<file path="config.mk">
export PLATFORM = sky130hd
export DESIGN_NAME = serial_frame_transmitter
export DESIGN_NICKNAME = d
export VERILOG_FILES = /design/src/rtl/sft_pkg.sv /design/src/rtl/sft_bit_clock.sv /design/src/rtl/serial_frame_transmitter.sv
export SDC_FILE = /design/constraint.sdc
export NUM_CORES = 1
export LEC_CHECK = 0
export ABC_AREA = 1
export BUFFER_PORTS_ARGS = -buffer_cell sky130_fd_sc_hd__buf_2
export CAP_MARGIN = 15
export CORE_MARGIN = 3
export CORE_UTILIZATION = 30
export CTS_CLUSTER_DIAMETER = 30
export DETAILED_ROUTE_END_ITERATION = 8
export PLACE_DENSITY = 0.49
export SKIP_CTS_REPAIR_TIMING = 1
export SLEW_MARGIN = 0
export SYNTH_ARGS = -nofsm -noshare
export SYNTH_HDL_FRONTEND = slang
export SYNTH_HIERARCHICAL = 1
export SYNTH_SLANG_ARGS = --single-unit
</file>
<file path="constraint.sdc">
create_clock -name i_clk -period 1.7 [get_ports i_clk]
set_input_delay 0.255 -clock i_clk [delete_from_list [all_inputs] [get_ports i_clk]]
set_output_delay 0.255 -clock i_clk [all_outputs]
set_load 0.01 [all_outputs]
</file>
<file path="src/rtl/sft_pkg.sv">
// Constants and types shared by the serial frame transmitter
package sft_pkg;
  // Character size codes
  localparam logic [2:0] CSZ_5 = 3'h0;
  localparam logic [2:0] CSZ_6 = 3'h1;
  localparam logic [2:0] CSZ_7 = 3'h2;
  localparam logic [2:0] CSZ_8 = 3'h3;
  localparam logic [2:0] CSZ_9 = 3'h7;
  // Parity mode codes
  localparam logic [1:0] PAR_NONE = 2'h0;
  localparam logic [1:0] PAR_EVEN = 2'h2;
  localparam logic [1:0] PAR_ODD = 2'h3;
  // Bit-clock prescale per mode (baud generator ticks per bit)
  localparam logic [4:0] DIV_NORMAL = 5'h10;
  localparam logic [4:0] DIV_DOUBLE = 5'h08;
  localparam logic [4:0] DIV_SYNC = 5'h02;
  // Baud divisor width
  localparam int BAUD_W = 12;
  // Reset values
  localparam logic LINE_IDLE = 1'h1;
  localparam logic [4:0] PRE_RESET = 5'h00;
  // Frame phase encoding
  typedef enum logic [4:0] {
    ST_IDLE = 5'h01,
    ST_START = 5'h02,
    ST_DATA = 5'h04,
    ST_PARITY = 5'h08,
    ST_STOP = 5'h10
  } tx_state_type;
endpackage : sft_pkg

</file>
<file path="src/rtl/sft_bit_clock.sv">
// Bit-rate tick generator for the transmitter
`timescale 1ns/1ps
`default_nettype none
module sft_bit_clock
  import sft_pkg::*;
(
  // Clock and reset
  input wire logic i_clk,
  input wire logic i_srst,
  // Configuration
  input wire logic [BAUD_W-1:0] i_baud_divisor,
  input wire logic i_double_speed_bit,
  input wire logic i_sync_mode_select,
  input wire logic i_sync_slave,
  // External clock change edge (already synchronised and edge detected)
  input wire logic i_ext_edge,
  // Outputs
  output logic o_tick,
  output logic o_xck
);
  logic [BAUD_W-1:0] baud_cnt; // Baud generator down counter
  logic [4:0] pre_cnt; // Per-bit prescaler
  logic [4:0] div; // Selected prescale
  logic baud_tick; // One pulse per baud generator period

  // Prescale select: 16 normal, 8 double, 2 sync master
  always_comb begin
    if (i_sync_mode_select) begin
      div = DIV_SYNC;
    end else if (i_double_speed_bit) begin
      div = DIV_DOUBLE;
    end else begin
      div = DIV_NORMAL;
    end
  end

  assign baud_tick = (baud_cnt == '0);

  // Baud generator: reload with divisor at zero
  always_ff @(posedge i_clk) begin
    if (i_srst || baud_tick) begin
      baud_cnt <= i_baud_divisor;
    end else begin
      baud_cnt <= baud_cnt - BAUD_W'(1);
    end
  end

  // Prescaler counts baud ticks up to div
  always_ff @(posedge i_clk) begin
    if (i_srst) begin
      pre_cnt <= PRE_RESET;
    end else if (baud_tick) begin
      pre_cnt <= (pre_cnt >= div - 5'h01) ? PRE_RESET : pre_cnt + 5'h01;
    end
  end

  // Bit tick: slave uses external edge, else prescaler wrap
  always_ff @(posedge i_clk) begin
    if (i_srst) begin
      o_tick <= 1'b0;
    end else if (i_sync_mode_select && i_sync_slave) begin
      o_tick <= i_ext_edge;
    end else begin
      o_tick <= baud_tick && (pre_cnt >= div - 5'h01);
    end
  end

  // Master clock out: rises with the bit tick, so data changes on the rising side
  always_ff @(posedge i_clk) begin
    if (i_srst) begin
      o_xck <= 1'b0;
    end else begin
      o_xck <= (pre_cnt == PRE_RESET);
    end
  end
endmodule : sft_bit_clock
`default_nettype wire

</file>
<file path="src/rtl/serial_frame_transmitter.sv">
// Serial frame transmitter: buffer, shifter, parity and flags
`timescale 1ns/1ps
`default_nettype none
// Notes on behaviour
// - All thirty frame formats are supported
// - Start bit, then data LSB first
// - Parity follows last data bit
// - Next frame directly, else line high
// - One shared format field set
// - Receiver checks only first stop bit
// - Even parity XOR, odd inverted
// - Size, parity, stop fields select format
// - Enable takes over serial output pin
// - Sync master mode takes over transfer clock
// - Data write loads buffer, starts send
// - Buffer moves to shifter without gap
// - Shifter sends at configured bit rate
// - Upper bits beyond size ignored
// - Prescale 16, 8 or 2 by mode
// - Empty flag set when free, cleared on write
// - Complete flag on finish, write-one clears
// - Disable waits until everything sent
module serial_frame_transmitter
  import sft_pkg::*;
(
  // Clock and reset
  input wire logic i_clk,
  input wire logic i_srst,
  // Host data write
  input wire logic i_data_write,
  input wire logic [7:0] i_serial_data_register,
  input wire logic i_transmit_ninth_bit,
  // Shared frame format and enables
  input wire logic i_transmit_enable_bit,
  input wire logic [2:0] i_character_size_field,
  input wire logic [1:0] i_parity_mode_field,
  input wire logic i_stop_bit_select,
  // Clock configuration
  input wire logic [BAUD_W-1:0] i_baud_divisor,
  input wire logic i_double_speed_bit,
  input wire logic i_sync_mode_select,
  input wire logic i_sync_slave,
  input wire logic i_clock_polarity,
  // Complete flag clears
  input wire logic i_tx_complete_clear,
  // Transfer clock pin
  input wire logic i_transfer_clock_pin,
  output logic o_transfer_clock_pin,
  output logic o_transfer_clock_pin_oe_n,
  // Serial output pin
  output logic o_serial_out_pin,
  output logic o_serial_out_pin_oe_n,
  // Status
  output logic o_buffer_empty_flag,
  output logic o_tx_complete_flag
);
  tx_state_type state; // Frame phase
  logic [8:0] buf_data; // Transmit buffer, nine bits
  logic buf_full; // Buffer holds unsent data
  logic [8:0] shift; // Shift register
  logic [3:0] bit_cnt; // Bits left in current phase
  logic [3:0] nbits; // Data bits for current format
  logic parity_acc; // Running parity of sent data
  logic owning; // Transmitter owns the pins
  logic tick; // Bit-rate tick
  logic xck_int; // Internal master clock
  logic xck_s1, xck_s2, xck_s3; // Sync and edge detect of external clock
  logic ext_edge; // Change edge of external clock
  logic load; // Buffer moves into shifter this cycle
  logic frame_end; // Last stop bit finishes this cycle

  // Format fields are read live by the start, data and parity phases; one set serves the whole unit
  // Size code to data bit count; reserved codes fall back to eight
  always_comb begin
    case (i_character_size_field)
      CSZ_5: nbits = 4'h5;
      CSZ_6: nbits = 4'h6;
      CSZ_7: nbits = 4'h7;
      CSZ_9: nbits = 4'h9;
      default: nbits = 4'h8;
    endcase
  end

  // External clock synchroniser; stages two and three feed the edge detector
  // No reset: the chain follows the pin level during a reset of three clocks or
  // more, so no false change edge appears when reset is released
  always_ff @(posedge i_clk) begin
    xck_s1 <= i_transfer_clock_pin;
    xck_s2 <= xck_s1;
    xck_s3 <= xck_s2;
  end

  // Change edge: rising when polarity is zero, falling otherwise
  assign ext_edge = i_clock_polarity ? (xck_s3 && !xck_s2) : (!xck_s3 && xck_s2);

  // Bit-rate generator
  sft_bit_clock u_bit_clock (
    .i_clk(i_clk),
    .i_srst(i_srst),
    .i_baud_divisor(i_baud_divisor),
    .i_double_speed_bit(i_double_speed_bit),
    .i_sync_mode_select(i_sync_mode_select),
    .i_sync_slave(i_sync_slave),
    .i_ext_edge(ext_edge),
    .o_tick(tick),
    .o_xck(xck_int)
  );

  // Frame end and shifter load points; no idle bit between frames
  assign frame_end = tick && (state == ST_STOP) && (bit_cnt == 4'h1);
  // Loading only on a tick keeps a pending byte in the buffer until the shifter takes it
  assign load = buf_full && ((state == ST_IDLE && tick) || frame_end);

  // Transmit buffer: write fills, load drains; write wins on same cycle
  always_ff @(posedge i_clk) begin
    if (i_srst) begin
      buf_full <= 1'b0;
      buf_data <= 9'h000;
    end else if (i_data_write) begin
      // A write on a load cycle refills the buffer while the old byte moves on
      buf_full <= 1'b1;
      buf_data <= {i_transmit_ninth_bit, i_serial_data_register};
    end else if (load) begin
      buf_full <= 1'b0;
    end
  end

  // Frame sequencer: start, data LSB first, parity, stops
  always_ff @(posedge i_clk) begin
    if (i_srst) begin
      state <= ST_IDLE;
      shift <= 9'h000;
      bit_cnt <= 4'h0;
      parity_acc <= 1'b0;
    end else if (load) begin
      state <= ST_START;
      shift <= buf_data;
      bit_cnt <= 4'h1;
      parity_acc <= 1'b0;
    end else if (tick) begin
      case (state)
        ST_START: begin
          state <= ST_DATA;
          bit_cnt <= nbits;
        end
        ST_DATA: begin
          // Bits beyond the size never reach the line
          parity_acc <= parity_acc ^ shift[0];
          shift <= {1'b0, shift[8:1]};
          if (bit_cnt == 4'h1) begin
            state <= (i_parity_mode_field[1]) ? ST_PARITY : ST_STOP;
            bit_cnt <= i_parity_mode_field[1] ? 4'h1 : (i_stop_bit_select ? 4'h2 : 4'h1);
          end else begin
            bit_cnt <= bit_cnt - 4'h1;
          end
        end
        ST_PARITY: begin
          state <= ST_STOP;
          bit_cnt <= i_stop_bit_select ? 4'h2 : 4'h1;
        end
        ST_STOP: begin
          // A receiver judges only the first stop bit; a second one is plain high
          if (bit_cnt == 4'h1) begin
            state <= ST_IDLE;
          end
          bit_cnt <= bit_cnt - 4'h1;
        end
        default: state <= ST_IDLE;
      endcase
    end
  end

  // Serial line value per phase; idle high
  always_ff @(posedge i_clk) begin
    if (i_srst) begin
      o_serial_out_pin <= LINE_IDLE;
    end else begin
      case (state)
        ST_START: o_serial_out_pin <= 1'b0;
        ST_DATA: o_serial_out_pin <= shift[0];
        ST_PARITY: o_serial_out_pin <= parity_acc ^ i_parity_mode_field[0];
        default: o_serial_out_pin <= LINE_IDLE;
      endcase
    end
  end

  // Pin ownership held until shifter and buffer drain
  always_ff @(posedge i_clk) begin
    if (i_srst) begin
      owning <= 1'b0;
    end else if (i_transmit_enable_bit) begin
      owning <= 1'b1;
    end else if (state == ST_IDLE && !buf_full && !i_data_write) begin
      owning <= 1'b0;
    end
  end

  // Output enables (low drives) and master clock
  always_ff @(posedge i_clk) begin
    if (i_srst) begin
      o_serial_out_pin_oe_n <= 1'b1;
      o_transfer_clock_pin_oe_n <= 1'b1;
      o_transfer_clock_pin <= 1'b0;
    end else begin
      o_serial_out_pin_oe_n <= !owning;
      o_transfer_clock_pin_oe_n <= !(owning && i_sync_mode_select && !i_sync_slave);
      o_transfer_clock_pin <= xck_int ^ i_clock_polarity;
    end
  end

  // Buffer-empty flag mirrors buffer state; write clears
  always_ff @(posedge i_clk) begin
    if (i_srst) begin
      o_buffer_empty_flag <= 1'b1;
    end else begin
      o_buffer_empty_flag <= !(i_data_write || (buf_full && !load));
    end
  end

  // Complete flag: set wins over clear
  always_ff @(posedge i_clk) begin
    if (i_srst) begin
      o_tx_complete_flag <= 1'b0;
    end else if (frame_end && !buf_full) begin
      o_tx_complete_flag <= 1'b1;
    end else if (i_tx_complete_clear) begin
      o_tx_complete_flag <= 1'b0;
    end
  end

  // Assertions
  a_start_low: assert property (@(posedge i_clk) disable iff (i_srst)
    state == ST_START |=> o_serial_out_pin == 1'b0)
    else $error("start bit not low");
  a_idle_high: assert property (@(posedge i_clk) disable iff (i_srst)
    state == ST_IDLE |=> o_serial_out_pin == 1'b1)
    else $error("idle line not high");
  a_start_to_data: assert property (@(posedge i_clk) disable iff (i_srst)
    (state == ST_START && tick) |=> state == ST_DATA && bit_cnt == nbits)
    else $error("data phase wrong after start");
  a_parity_next: assert property (@(posedge i_clk) disable iff (i_srst)
    (state == ST_DATA && tick && bit_cnt == 4'h1 && i_parity_mode_field[1]) |=>
    state == ST_PARITY)
    else $error("parity not after data");
  a_parity_value: assert property (@(posedge i_clk) disable iff (i_srst)
    state == ST_PARITY |=> o_serial_out_pin == ($past(parity_acc) ^ $past(i_parity_mode_field[0])))
    else $error("parity bit wrong");
  a_write_clears_empty: assert property (@(posedge i_clk) disable iff (i_srst)
    i_data_write |=> !o_buffer_empty_flag)
    else $error("empty flag not cleared");
  a_complete_set: assert property (@(posedge i_clk) disable iff (i_srst)
    (frame_end && !buf_full) |=> o_tx_complete_flag)
    else $error("complete flag not set");
  a_drive_enabled: assert property (@(posedge i_clk) disable iff (i_srst)
    i_transmit_enable_bit |=> ##1 !o_serial_out_pin_oe_n)
    else $error("pin not driven");
  a_hold_busy: assert property (@(posedge i_clk) disable iff (i_srst)
    (state != ST_IDLE) |=> ##1 !o_serial_out_pin_oe_n || !$past(owning, 2))
    else $error("pin released mid frame");
  a_back_to_back: assert property (@(posedge i_clk) disable iff (i_srst)
    (frame_end && buf_full) |=> state == ST_START)
    else $error("gap between frames");
  // Pending byte is never dropped while the shifter waits for a tick
  a_pending_kept: assert property (@(posedge i_clk) disable iff (i_srst)
    (state == ST_IDLE && buf_full && !tick) |=> state == ST_IDLE && buf_full)
    else $error("pending byte lost");
  // Stop bits are high whatever the format
  a_stop_high: assert property (@(posedge i_clk) disable iff (i_srst)
    state == ST_STOP |=> o_serial_out_pin == 1'b1)
    else $error("stop bit not high");
  a_stop_count: assert property (@(posedge i_clk) disable iff (i_srst)
    (state == ST_PARITY && tick) |=> bit_cnt == (i_stop_bit_select ? 4'h2 : 4'h1))
    else $error("stop count wrong");
  // Flags
  a_empty_on_load: assert property (@(posedge i_clk) disable iff (i_srst)
    (load && !i_data_write) |=> o_buffer_empty_flag)
    else $error("empty flag not set");
  a_complete_clear: assert property (@(posedge i_clk) disable iff (i_srst)
    (i_tx_complete_clear && !(frame_end && !buf_full)) |=> !o_tx_complete_flag)
    else $error("complete flag not cleared");
  // Pins
  a_clock_owned: assert property (@(posedge i_clk) disable iff (i_srst)
    (owning && i_sync_mode_select && !i_sync_slave) |=> !o_transfer_clock_pin_oe_n)
    else $error("clock pin not driven");
  a_released_idle: assert property (@(posedge i_clk) disable iff (i_srst)
    (!i_transmit_enable_bit && state == ST_IDLE && !buf_full && !i_data_write) |=>
    ##1 o_serial_out_pin_oe_n)
    else $error("pin not released");
  // Scenarios the bench should reach
  c_frame_done: cover property (@(posedge i_clk) frame_end);
  c_sync_master: cover property (@(posedge i_clk) !o_transfer_clock_pin_oe_n && tick);
  c_parity_sent: cover property (@(posedge i_clk) state == ST_PARITY);
  c_back_to_back: cover property (@(posedge i_clk) frame_end && buf_full);
  c_two_stops: cover property (@(posedge i_clk) state == ST_STOP && bit_cnt == 4'h2);
endmodule : serial_frame_transmitter
`default_nettype wire

</file>
==> impl_metrics.tcl <==
set metrics [dict create \
    arrival_ns 1.76 \
    syn-instance-count 423 \
    cap_violations 0 \
    crit_start "bit_cnt[0]" \
    p_int_mw 2.142 \
    worstSetupPathType "reg -> reg" \
    irDropWorstVdd_mv 0.4166 \
    final_area_mm2 0.003568 \
    grt_antenna_before_repair 0 \
    power_switching_share_pct 28.37 \
    row_count 36 \
    cts_tree "done" \
    instances_no_fill 611 \
    max_clock_freq_mhz 651.9 \
    power_density_mw_per_mm2 837.9 \
    grt_start_max_net_pins 22 \
    reg2reg_to "shift[0]" \
    final_nets 520 \
    drive_above_1_share_pct 21.76 \
    area_growth_pct 18.05 \
    wirelength_mm 7.055 \
    io_pins 43 \
    status "complete, no violations" \
    fin_worst_skew_ns 0.01099 \
    dp_cells 595 \
    path_clk_slew_ns 0.08 \
    chipHeight_um 106.4 \
    fp.dieW_um 106.4 \
    yosysTopAreaCell "dfxtp_1" \
    power_frac_seq_pct 49.7 \
    fill_cells 1086 \
    critPathMaxFanout 11 \
    vias_per_cell 4.408 \
    drc 0 \
    synth_area_mm2 0.003023 \
    overflow 0 \
    cts.htree.levels 3 \
    yosysSeqAreaShare_pct 38.41 \
    clkPwrFrac_pct 38.4 \
    dr.pass1.iters 4 \
    r2r_start "bit_cnt[0]" \
    io_buffers 42 \
    synth_commonest_cells "nand2_1 (87), dfxtp_1 (58), nor2_1 (55)" \
    fin_crit_ns 1.534 \
    numCtsBuffers 9 \
    dp_hpwl_mm 5.295 \
    timing_hold_violations_final 0 \
    endpoint "shift[0]" \
    yosys_warnings 6 \
    root_buffer "clkbuf_8" \
    rsz0062_at_grt "false" \
    startpoint_type "flop" \
    r2r_cells 8 \
    share_comb_of_total_power_pct 11.9 \
    die_area_mm2 0.01132 \
    ys_ff_latch 58 \
    start_util_pct 30.93 \
    slew_violations 0 \
    crit_path_end_kind "flop" \
    grt_pass1_wl_mm 12.12 \
    synth_edf_count 0 \
    gp_congestion 0.8104 \
    post-route-period-util_pct 90.24 \
    yosysMostFrequentCell "nand2_1" \
    ys.flop_type "dfxtp_1" \
    synth_top_cell_area_share_pct 38.41 \
    seqCellArea_mm2 0.001162 \
    antenna_cells 0 \
    grtUsageTotal_pct 13.40 \
    cts.sinks 58 \
    multi_input_area_mm2 0.001612 \
    power_switching_uw 848.2 \
    worstHoldPathType "in -> reg" \
    syn_avg_cell_area_um2 7.146 \
    clk_path_buf_depth 2 \
    dp_slack_ns 0.1031 \
    grt_pass1_vias 2664 \
    vias 2693 \
    syn-num-nets 470 \
    route.detailed.wl_per_inst_um 11.55 \
    rrSetupSlack_ns 0.17 \
    setup_viol 0 \
    async_reset_ff_share_pct 0 \
    insertion_delay_ns 0.34 \
    fp.coreArea_mm2 0.009774 \
    drtIter0Drc 93 \
    yosys-top-cells-area "dfxtp_1 (38%), nand2_1 (11%), nor2_1 (6.8%)" \
    placed_area_mm2 0.003376 \
    synth_cell_types 39 \
    hold_depth 1 \
    p_leak_nw 1.549 \
    tns_ns 0 \
    required_ns 1.93 \
    ant_nets 0 \
    fin_ws_ns 0.1660 \
]
==> critical path, cell delays in order (launching register included) <==
cell and delay (ns):
dfxtp_1 0.42, ha_1 0.21, nand2_2 0.10, nor2_2 0.13, nand2_2 0.10, nand2_4 0.15
nand2_4 0.14, nand3_1 0.10, a31oi_1 0.07
==> area by class of cell <==
class                   instances  share of cell area, %
clock buffers                  10                  3.857
clock inverters                 6                  1.157
inverters                      53                  5.645
multi-input cells             304                  45.16
flip-flops and latches         58                  32.57
well taps                     133                  4.663
repair buffers                 47                  6.943
==> metrics by stage <==
stage | hold WS [ns] | power [mW] | util [%]
floorplan | 0.2827 | 1.748 | -
global placement | 0.3130 | 1.868 | 34.54
detailed placement | 0.3143 | 1.873 | 34.54
CTS | 0.003003 | 3.048 | 36.37
global route | 0.006233 | 3.165 | 36.51
finish | 0.02611 | 2.990 | 36.51
==> power by group through the flow <==
stage	Sequential (mW)	Combinational [mW]	Clock, mW
floorplan	1.51	0.243	0
global placement	1.52	0.352	0
detailed placement	1.52	0.358	0
CTS	1.48	0.360	1.20
global route	1.49	0.416	1.26
finish	1.48	0.356	1.15
==> cell families after synthesis <==
logic type | Yosys count | synth area share (%)
simple gates | 220 | 33.86
xor+xnor | 8 | 2.318
fa+ha+maj | 10 | 4.139
other cells | 1 | 0.1241
compound gates | 65 | 12.46
buf+inv | 61 | 8.692
flops | 58 | 38.41
==> registers in the layout (all words and copies together), names as in the netlist, 4 cells and up <==
register	cells
state	5
buf_data	9
u_bit_clock/pre_cnt	5
u_bit_clock/baud_cnt	12
bit_cnt	4
shift	9
==> routing by layer <==
layer  up-vias  wire length, um  track usage (%)
met4         0              168            6.475
met1      1175             3331            16.32
met5         -                0                0
met3        14              268            3.825
li1       1462                -                -
met2        42             3286            21.67
==> cells in the final DEF (no fill, tap or decap), types with 5 or more instances in the layout <==
| cell | instances |
|---|---|
| nand2_1 | 87 |
| nand3_1 | 36 |
| buf_2 | 42 |
| dfxtp_1 | 57 |
| a21oi_1 | 18 |
| a31oi_1 | 9 |
| inv_1 | 46 |
| nand2_2 | 6 |
| xnor2_1 | 6 |
| ha_1 | 10 |
| nor2_1 | 55 |
| nand4_1 | 5 |
| clkbuf_8 | 10 |
| buf_4 | 5 |
| o21ai_0 | 25 |
| nor2_2 | 9 |
==> worst min-delay path by stage <==
stage	startpoint	end	slack, ns
after floorplan	i_transfer_clock_pin	xck_s1	0.28
after global placement	xck_s1	xck_s2	0.31
after detailed placement	xck_s1	xck_s2	0.31
after CTS	i_transfer_clock_pin	xck_s1	0.003
after global routing	i_transfer_clock_pin	xck_s1	0.006
final	i_transfer_clock_pin	xck_s1	0.03
No activity file was read; power rests on OpenSTA's default activity.
